--- config.mk ---
export PLATFORM = sky130hd
export DESIGN_NAME = trf_top
export DESIGN_NICKNAME = d
export VERILOG_FILES = /design/src/pkg/trf_pkg.sv /design/src/pkg/trf_sample_if.sv /design/src/hw/trf_averager.sv /design/src/hw/trf_fan_out.sv /design/src/hw/trf_top.sv
export SDC_FILE = /design/constraint.sdc
export NUM_CORES = 1
export LEC_CHECK = 0
export ABC_AREA = 0
export BUFFER_PORTS_ARGS = -buffer_cell sky130_fd_sc_hd__buf_2
export CORE_ASPECT_RATIO = 1.1
export CORE_MARGIN = 3
export CORE_UTILIZATION = 63
export CTS_BUF_LIST = sky130_fd_sc_hd__clkbuf_8
export DETAILED_ROUTE_END_ITERATION = 7
export HOLD_SLACK_MARGIN = 0.1
export PLACE_DENSITY_LB_ADDON = 0.15
export SLEW_MARGIN = 25
export SYNTH_ARGS = -nofsm -noshare
export SYNTH_HDL_FRONTEND = slang
export SYNTH_SLANG_ARGS = --single-unit
--- constraint.sdc ---
create_clock -name core_clk_in -period 4.3 [get_ports core_clk_in]
set_clock_uncertainty 0.05 [all_clocks]
set_input_delay 0.645 -clock core_clk_in [delete_from_list [all_inputs] [get_ports core_clk_in]]
set_output_delay 0.645 -clock core_clk_in [all_outputs]
set_load 0.01 [all_outputs]
--- src/pkg/trf_pkg.sv ---
// constants and types shared by the temperature readout and fan code block
// Functional notes
// - each on-chip sensor result is shown as an 8-bit signed two's-complement value, one degree per bit.
// - the encoding spans -128 to +127, with -128 as 80h, -1 as FFh, zero as 00h and +127 as 7Fh.
// - remote diode results use the same 8-bit two's-complement format as on-chip results.
// - sixteen successive remote measurement cycles are averaged into one remote result.
// - one complete remote measurement with its averaging takes about 9.6 ms.
// - during each remote measurement the excitation alternates between base current and N times that current.
// - power-on reset clears the fan code register to 00h so the fan output starts at minimum.
// - the fan output is driven by an unsigned 8-bit code, zero lowest, larger codes higher.
// - after reset the two pins next to the remote inputs act as over-temperature indication outputs.
// - a fan gating output switches the fan on or off independently of the applied fan code.
// - the fan code sits in a dedicated register written from the management side.
// - while over-temperature indication is active the applied fan code is forced to FFh.
package trf_pkg;
  localparam int unsigned CLK_HZ = 250_000_000;
  localparam real REMOTE_MEAS_MS = 9.6;
  localparam int unsigned REMOTE_MEAS_CYC = int'(REMOTE_MEAS_MS * 1.0e-3 * CLK_HZ);
  localparam int unsigned AVG_COUNT = 16;
  localparam int unsigned AVG_SHIFT = 4;
  localparam int unsigned CYCLE_SLOT_CYC = REMOTE_MEAS_CYC / AVG_COUNT;
  localparam int unsigned HALF_SLOT_CYC = CYCLE_SLOT_CYC / 2;
  localparam logic [7:0] FAN_CODE_RESET = 8'h00;
  localparam logic [7:0] FAN_CODE_FULL = 8'hFF;
  localparam logic [7:0] TEMP_RESET = 8'h00;
  localparam logic PIN_MODE_OVERTEMP = 1'b0;
  typedef enum logic [1:0] {TRF_IDLE, TRF_LOW_I, TRF_HIGH_I, TRF_DONE} trf_rstate_t;
endpackage

--- src/pkg/trf_sample_if.sv ---
// carrier for one temperature sample between the sequencer and the averager
`timescale 1ns/1ps
interface trf_sample_if;
  logic valid;
  logic signed [7:0] sample;
  logic clear;
  logic done;
  logic signed [7:0] result;
  modport src (output valid, output sample, output clear, input done, input result);
  modport sink (input valid, input sample, input clear, output done, output result);
endinterface

--- src/hw/trf_averager.sv ---
// sixteen-sample averager for remote channel readings
`timescale 1ns/1ps
module trf_averager
  import trf_pkg::*;
(
  input wire logic core_clk_in,
  input wire logic reset_n_in,
  trf_sample_if.sink smp
);
  logic signed [11:0] acc_q, acc_d;
  logic [3:0] cnt_q, cnt_d;
  logic done_q, done_d;
  logic signed [7:0] res_q, res_d;
  logic signed [11:0] sum;

  always_comb begin
    sum = acc_q + 12'(smp.sample);
    acc_d = acc_q;
    cnt_d = cnt_q;
    done_d = 1'b0;
    res_d = res_q;
    if (smp.clear) begin
      acc_d = '0;
      cnt_d = '0;
    end else if (smp.valid) begin
      // averaging of sixteen cycles, arithmetic shift keeps sign
      if (cnt_q == 4'(AVG_COUNT - 1)) begin
        res_d = 8'(sum >>> AVG_SHIFT);
        done_d = 1'b1;
        acc_d = '0;
        cnt_d = '0;
      end else begin
        acc_d = sum;
        cnt_d = cnt_q + 4'h1;
      end
    end
  end

  always_ff @(posedge core_clk_in or negedge reset_n_in) begin
    if (!reset_n_in) begin
      acc_q <= '0;
      cnt_q <= '0;
      done_q <= 1'b0;
      res_q <= TEMP_RESET;
    end else begin
      acc_q <= acc_d;
      cnt_q <= cnt_d;
      done_q <= done_d;
      res_q <= res_d;
    end
  end

  assign smp.done = done_q;
  assign smp.result = res_q;
endmodule

--- src/hw/trf_fan_out.sv ---
// fan code selection and gating
`timescale 1ns/1ps
module trf_fan_out
  import trf_pkg::*;
(
  input wire logic core_clk_in,
  input wire logic reset_n_in,
  input wire logic [7:0] code_in,
  input wire logic overtemp_in,
  input wire logic fan_enable_in,
  output logic [7:0] level_out,
  output logic fan_on_out
);
  logic [7:0] level_q, level_d;
  logic fan_on_q, fan_on_d;

  always_comb begin
    // override wins over programmed code; register keeps its value
    level_d = overtemp_in ? FAN_CODE_FULL : code_in;
    // gate independent of code, but never off while forced full
    fan_on_d = fan_enable_in | overtemp_in;
  end

  always_ff @(posedge core_clk_in or negedge reset_n_in) begin
    if (!reset_n_in) begin
      level_q <= FAN_CODE_RESET;
      fan_on_q <= 1'b0;
    end else begin
      level_q <= level_d;
      fan_on_q <= fan_on_d;
    end
  end

  assign level_out = level_q;
  assign fan_on_out = fan_on_q;
endmodule

--- src/hw/trf_top.sv ---
// temperature readout, remote averaging sequencer and fan code holder
`timescale 1ns/1ps
module trf_top
  import trf_pkg::*;
#(
  parameter int unsigned SLOT_CYC = CYCLE_SLOT_CYC
)
(
  input wire logic core_clk_in,
  input wire logic reset_n_in,
  input wire logic local_valid_in,
  input wire logic [7:0] local_code_in,
  input wire logic remote_start_in,
  input wire logic remote_valid_in,
  input wire logic [7:0] remote_code_in,
  input wire logic fan_code_we_in,
  input wire logic [7:0] fan_code_in,
  input wire logic fan_enable_in,
  input wire logic overtemp_in,
  input wire logic pin_mode_we_in,
  input wire logic pin_mode_in,
  output logic signed [7:0] local_temp_out,
  output logic signed [7:0] remote_temp_out,
  output logic remote_done_out,
  output logic remote_busy_out,
  output logic excite_high_out,
  output logic sample_strobe_out,
  output logic [7:0] fan_code_out,
  output logic [7:0] fan_level_output_out,
  output logic fan_on_out,
  output logic overtemp_indication_a_out,
  output logic overtemp_indication_a_oe_n_out,
  output logic overtemp_indication_b_out,
  output logic overtemp_indication_b_oe_n_out,
  output logic pin_mode_out
);
  trf_sample_if smp();

  trf_rstate_t st_q, st_d;
  logic [31:0] tmr_q, tmr_d;
  logic [3:0] cyc_q, cyc_d;
  logic signed [7:0] local_q, local_d;
  logic signed [7:0] remote_q, remote_d;
  logic done_q, done_d;
  logic got_q, got_d;
  logic [7:0] fan_code_q, fan_code_d;
  logic pin_mode_q, pin_mode_d;
  logic slot_end, half_end;

  assign half_end = (tmr_q == SLOT_CYC / 2 - 1);
  assign slot_end = (tmr_q == SLOT_CYC - 1);

  // sequencer: sixteen slots, each half low then half high current
  always_comb begin
    st_d = st_q;
    tmr_d = tmr_q;
    cyc_d = cyc_q;
    // averager result may land before the last slot ends, so remember it
    got_d = got_q | smp.done;
    smp.clear = 1'b0;
    case (st_q)
      TRF_IDLE: begin
        if (remote_start_in) begin
          st_d = TRF_LOW_I;
          tmr_d = '0;
          cyc_d = '0;
          got_d = 1'b0;
          smp.clear = 1'b1;
        end
      end
      TRF_LOW_I: begin
        tmr_d = tmr_q + 32'd1;
        if (half_end) begin
          st_d = TRF_HIGH_I;
        end
      end
      TRF_HIGH_I: begin
        tmr_d = tmr_q + 32'd1;
        if (slot_end) begin
          // slot length sums to the nominal 9.6 ms over sixteen slots
          tmr_d = '0;
          if (cyc_q == 4'(AVG_COUNT - 1)) begin
            st_d = TRF_DONE;
          end else begin
            cyc_d = cyc_q + 4'h1;
            st_d = TRF_LOW_I;
          end
        end
      end
      TRF_DONE: begin
        if (got_q || smp.done) begin
          st_d = TRF_IDLE;
        end
      end
      default: begin
        st_d = TRF_IDLE;
      end
    endcase
  end

  // one converted result per slot, taken only while high current phase runs
  assign smp.valid = remote_valid_in && (st_q == TRF_HIGH_I);
  assign smp.sample = remote_code_in;

  trf_averager u_avg (
    .core_clk_in(core_clk_in),
    .reset_n_in(reset_n_in),
    .smp(smp)
  );

  always_comb begin
    // whole-byte loads only when a result completes or a write strobe is set
    local_d = local_valid_in ? local_code_in : local_q;
    remote_d = smp.done ? smp.result : remote_q;
    done_d = smp.done;
    fan_code_d = fan_code_we_in ? fan_code_in : fan_code_q;
    pin_mode_d = pin_mode_we_in ? pin_mode_in : pin_mode_q;
  end

  always_ff @(posedge core_clk_in or negedge reset_n_in) begin
    if (!reset_n_in) begin
      st_q <= TRF_IDLE;
      tmr_q <= '0;
      cyc_q <= '0;
      local_q <= TEMP_RESET;
      remote_q <= TEMP_RESET;
      done_q <= 1'b0;
      got_q <= 1'b0;
      fan_code_q <= FAN_CODE_RESET;
      pin_mode_q <= PIN_MODE_OVERTEMP;
    end else begin
      st_q <= st_d;
      tmr_q <= tmr_d;
      cyc_q <= cyc_d;
      local_q <= local_d;
      remote_q <= remote_d;
      done_q <= done_d;
      got_q <= got_d;
      fan_code_q <= fan_code_d;
      pin_mode_q <= pin_mode_d;
    end
  end

  trf_fan_out u_fan (
    .core_clk_in(core_clk_in),
    .reset_n_in(reset_n_in),
    .code_in(fan_code_q),
    .overtemp_in(overtemp_in),
    .fan_enable_in(fan_enable_in),
    .level_out(fan_level_output_out),
    .fan_on_out(fan_on_out)
  );

  // signed byte passes unchanged: -128 is 80h, +127 is 7Fh
  assign local_temp_out = local_q;
  assign remote_temp_out = remote_q;
  assign remote_done_out = done_q;
  assign remote_busy_out = (st_q != TRF_IDLE);
  assign excite_high_out = (st_q == TRF_HIGH_I);
  assign sample_strobe_out = smp.valid;
  assign fan_code_out = fan_code_q;
  assign pin_mode_out = pin_mode_q;
  // open drain: pull low while indication active and pin in over-temp mode
  assign overtemp_indication_a_out = 1'b0;
  assign overtemp_indication_b_out = 1'b0;
  assign overtemp_indication_a_oe_n_out = ~(overtemp_in && pin_mode_q == PIN_MODE_OVERTEMP);
  assign overtemp_indication_b_oe_n_out = ~(overtemp_in && pin_mode_q == PIN_MODE_OVERTEMP);
endmodule

==> impl_results.html <==
<table>
<tr><th>Metric</th><th>Value</th></tr>
<tr><th colspan="2">Placement</th></tr>
<tr><td>Count of input and output buffers</td><td>73</td></tr>
<tr><td>RD Place Congestion</td><td>0.894</td></tr>
<tr><td>Placed wire-length estimate</td><td>6990 µm</td></tr>
<tr><th colspan="2">Clocking</th></tr>
<tr><td>Root Driver</td><td>sky130_fd_sc_hd__clkbuf_8</td></tr>
<tr><td>Count of cells resized by post-cts repair</td><td>0</td></tr>
<tr><td>Clock slew seen by the registers of the worst setup and hold paths</td><td>0.09 ns</td></tr>
<tr><td>CTS tree</td><td>done</td></tr>
<tr><td>Number of H-tree branching levels</td><td>3</td></tr>
<tr><td>Clock network latency to the later pin of the worst-skew pair</td><td>0.36 ns</td></tr>
<tr><td>Number of clock buffers inserted by TritonCTS</td><td>9</td></tr>
<tr><td>Number of hold-repair buffers added at the cts stage</td><td>0</td></tr>
<tr><td>Deepest clock path buffer count</td><td>2</td></tr>
<tr><td>Post-CTS repair timing setup buffer count</td><td>0</td></tr>
<tr><td>Number of clock sinks</td><td>99</td></tr>
<tr><th colspan="2">STA</th></tr>
<tr><td>Share of the cycle needed by the critical path after routing</td><td>68.5%</td></tr>
<tr><td>Setup repair after global routing missed its margin</td><td>no</td></tr>
<tr><td>Post-layout minimum cycle time</td><td>2.95 ns</td></tr>
<tr><td>Rel. slew slack</td><td>32.4%</td></tr>
<tr><td>Sum of negative setup slack</td><td>0 ns</td></tr>
<tr><td>Worst-margin pin slew</td><td>1.01 ns</td></tr>
<tr><td>Final hold violation count</td><td>0</td></tr>
<tr><td>Number of max-slew violations in the final report</td><td>0</td></tr>
<tr><td>Highest achievable clock rate</td><td>339 MHz</td></tr>
<tr><td>Final setup viols</td><td>0</td></tr>
<tr><th colspan="2">GRT</th></tr>
<tr><td>Grt ovf</td><td>0</td></tr>
<tr><td>Number of antenna violations at the first check in global routing</td><td>0</td></tr>
<tr><td>Maximum number of pins on one net before global-route repair</td><td>74</td></tr>
<tr><td>Tot GR Track Use</td><td>23.0%</td></tr>
<tr><td>Wire length of the first global-routing pass</td><td>16700 µm</td></tr>
<tr><td>Vias in the first global route</td><td>3521</td></tr>
<tr><th colspan="2">Setup path</th></tr>
<tr><td>Critical path required time</td><td>4.46 ns</td></tr>
<tr><td>CP Class</td><td>reg -&gt; reg</td></tr>
<tr><td>R2r worst-path depth</td><td>5</td></tr>
<tr><td>Arrival time of data at the critical path endpoint</td><td>3.11 ns</td></tr>
<tr><td>Family with the most delay on the worst path</td><td>simple AND/OR/NAND/NOR gates</td></tr>
<tr><td>Slowest-stage cell, CP</td><td>sky130_fd_sc_hd__and2_1</td></tr>
<tr><td>Critical Path End Type</td><td>register</td></tr>
<tr><td>Critical R2R Launch</td><td>tmr_q[19]</td></tr>
<tr><td>Crit path buf inv count</td><td>0</td></tr>
<tr><td>Peak fanout along the critical path</td><td>24</td></tr>
<tr><td>Worst setup slack for register-to-register paths</td><td>1.35 ns</td></tr>
<tr><td>Kind of start point of the critical path</td><td>register</td></tr>
<tr><td>Destination of the worst register-to-register timing path</td><td>tmr_q[30]</td></tr>
<tr><td>Critical-path cell list</td><td>nor4_1, nand4_1, o41ai_4, and2_1, nor2_1</td></tr>
<tr><td>Largest incremental delay on the critical path</td><td>0.79 ns</td></tr>
<tr><th colspan="2">Yosys</th></tr>
<tr><td>Fraction of registers with async set or reset after synthesis</td><td>100%</td></tr>
<tr><td>Synth Instances</td><td>456</td></tr>
<tr><td>Share of the synthesized area in the top cell type</td><td>50.1%</td></tr>
<tr><td>Prevailing post-synth register cell</td><td>sky130_fd_sc_hd__dfrtp_1</td></tr>
<tr><td>Synth Register Bits</td><td>99</td></tr>
<tr><td>Total number of yosys warnings</td><td>0</td></tr>
<tr><td>Most repeated cell in the gate-level netlist after synthesis</td><td>sky130_fd_sc_hd__dfrtp_1</td></tr>
<tr><td>Most area-consuming cells after synthesis</td><td>sky130_fd_sc_hd__dfrtp_1, sky130_fd_sc_hd__mux2_2, sky130_fd_sc_hd__ha_1, sky130_fd_sc_hd__nor2_1, sky130_fd_sc_hd__xnor2_1</td></tr>
<tr><td>Cell Area, Synth</td><td>0.00495 mm²</td></tr>
<tr><td>Part of the Yosys area used for sequential elements</td><td>50.1%</td></tr>
<tr><td>Number of distinct library cells after synthesis</td><td>52</td></tr>
<tr><td>Syn Area/Cell</td><td>10.8 µm²</td></tr>
<tr><td>Most frequent cells after synthesis</td><td>sky130_fd_sc_hd__dfrtp_1, sky130_fd_sc_hd__nor2_1, sky130_fd_sc_hd__nand2_1</td></tr>
<tr><td>Synth area leader</td><td>sky130_fd_sc_hd__dfrtp_1</td></tr>
<tr><td>Number of flops mapped to enable cells by yosys</td><td>0</td></tr>
<tr><th colspan="2">Die</th></tr>
<tr><td>I/O pins</td><td>76</td></tr>
<tr><td>Die area</td><td>0.00895 mm²</td></tr>
<tr><td>Die X</td><td>90.5 µm</td></tr>
<tr><td>FP Rows</td><td>33</td></tr>
<tr><td>Initial Utilization</td><td>65.5%</td></tr>
<tr><td>Core outline area</td><td>0.00756 mm²</td></tr>
<tr><td>Height of the chip</td><td>98.9 µm</td></tr>
<tr><th colspan="2">Routing</th></tr>
<tr><td>Detail Route met2 WL</td><td>4950 µm</td></tr>
<tr><td>Metal-1 WL</td><td>4310 µm</td></tr>
<tr><td>Vias per Instance</td><td>5.65</td></tr>
<tr><td>Highest metal layer with signal wires</td><td>met4</td></tr>
<tr><td>DRC</td><td>0</td></tr>
<tr><td>Final antenna-violating net count</td><td>0</td></tr>
<tr><td>Iter 0 DRT Violations</td><td>198</td></tr>
<tr><td>Mean routed wirelength per cell</td><td>15.4 µm</td></tr>
<tr><td>Total Wirelength</td><td>9780 µm</td></tr>
<tr><td>Met3 Routed Length</td><td>377 µm</td></tr>
<tr><td>DR pass1 iterations</td><td>4</td></tr>
<tr><td>Via Count</td><td>3595</td></tr>
<tr><th colspan="2">Power</th></tr>
<tr><td>Pint</td><td>1.35 mW</td></tr>
<tr><td>Lkg Pwr</td><td>2.67 nW</td></tr>
<tr><td>Clock share of power</td><td>38.0%</td></tr>
<tr><td>Switching part of the total power</td><td>22.5%</td></tr>
<tr><td>Comb pwr share</td><td>6.8%</td></tr>
<tr><td>Relative contribution of sequential cells to total power</td><td>55.2%</td></tr>
<tr><td>Maximum resistive drop on vdd</td><td>0.226 mV</td></tr>
<tr><td>Power per standard cell area</td><td>311 mW/mm²</td></tr>
<tr><td>Psw</td><td>392 µW</td></tr>
<tr><td>Power consumption</td><td>1.74 mW</td></tr>
<tr><th colspan="2">Status</th></tr>
<tr><td>Run status</td><td>completed</td></tr>
<tr><th colspan="2">Job</th></tr>
<tr><td>Count of maximum capacitance violations</td><td>0</td></tr>
<tr><th colspan="2">Layout</th></tr>
<tr><td>Number of inserted filler cells in the final layout</td><td>552</td></tr>
<tr><td>Area growth syn-to-layout</td><td>13.2%</td></tr>
<tr><td>Antenna cells</td><td>0</td></tr>
<tr><td>Number of nets at the end of the flow</td><td>580</td></tr>
<tr><td>Ratio of cells with drive above 1 in the final layout</td><td>26.6%</td></tr>
<tr><th colspan="2">Worst hold path</th></tr>
<tr><td>Class of the most critical hold timing path</td><td>in -&gt; async</td></tr>
</table>
## power groups by stage
| stage | logic (mW) | clock network (mW) | registers (mW) |
|---|---|---|---|
| after floorplan | 0.0436 | 0 | 0.992 |
| after CTS | 0.121 | 0.676 | 0.962 |
| after global routing | 0.131 | 0.716 | 0.966 |
| after detailed placement | 0.121 | 0 | 0.981 |
| after global placement | 0.117 | 0 | 0.979 |
| final | 0.118 | 0.663 | 0.962 |
## how the worst max path moves through the flow
| stage | cells after the start | slack [ns] | start | to |
|---|---|---|---|---|
| after floorplan | 8 | 1.67 | remote_code_in[0] | u_avg.acc_q[10] |
| after global placement | 9 | 1.45 | remote_code_in[0] | u_avg.acc_q[10] |
| after detailed placement | 9 | 1.39 | remote_code_in[0] | u_avg.acc_q[10] |
| after CTS | 5 | 1.37 | tmr_q[19] | tmr_q[26] |
| after global routing | 5 | 1.09 | tmr_q[25] | tmr_q[24] |
| final | 5 | 1.35 | tmr_q[19] | tmr_q[30] |
## cells by family (layout without fill, tap and decap cells)
family          count (synthesis)  count (layout)  synth area share, %
compound gates                 71              71                 9.61
xor+xnor                       32              32                 5.94
fa+ha+maj                      20              20                 5.21
buf+inv                        28             102                 2.66
flops                          99              99                 50.1
mux                            39              39                 8.75
other cells                     1               2               0.0758
simple gates                  166             166                 17.7
## stage by stage
step / utilization, % / std cells / hold WS (ns) / setup WS (ns) / instance area, µm²
after floorplan: - / 457 / 0.299 / 1.67 / 4950
after global placement: 71.1 / 620 / 0.408 / 1.45 / 5380
after detailed placement: 71.1 / 620 / 0.416 / 1.39 / 5380
after CTS: 74.1 / 636 / 0.387 / 1.37 / 5600
after global routing: 74.1 / 636 / 0.418 / 1.09 / 5600
final: 74.1 / 636 / 0.350 / 1.35 / 5600
## cell type report
cell class              instances  area [µm²]  share of cell area [%]
flip-flops and latches         99        2480                    44.2
multi-input cells             330        2340                    41.8
repair buffers                 75         383                    6.83
clock buffers                  10         138                    2.46
well taps                     105         131                    2.35
clock inverters                 6        88.8                    1.59
inverters                      11        41.3                   0.737
## cells in the final DEF (no fill, tap or decap), drive strengths merged, types with 6 or more instances in the layout
master  count
nand4       9
inv        13
clkbuf     10
or2        12
mux2       34
and3        7
nand2      38
a21oi      12
xor2       14
dfrtp      99
and2        6
xnor2      17
buf        75
o21ai      26
nor3       13
nor2       44
a22o        8
and4        6
nand3      10
ha         19
## flip-flops by register name, summed over array words and instances (netlist names)
name              cells
u_avg.smp.done        1
local_temp_out        8
u_avg.acc_q          12
got_q                 1
pin_mode_out          1
remote_done_out       1
remote_temp_out       8
cyc_q                 4
u_fan.fan_on_out      1
u_avg.smp.result      8
u_fan.level_out       8
fan_code_out          8
st_q                  2
u_avg.cnt_q           4
tmr_q                32
## layer usage
metal,up-vias,global-route usage (%)
met5,-,0
met2,73,39.0
met1,1763,29.7
met3,11,4.81
met4,0,7.42
li1,1748,-
(Power assumes the default switching activity.)
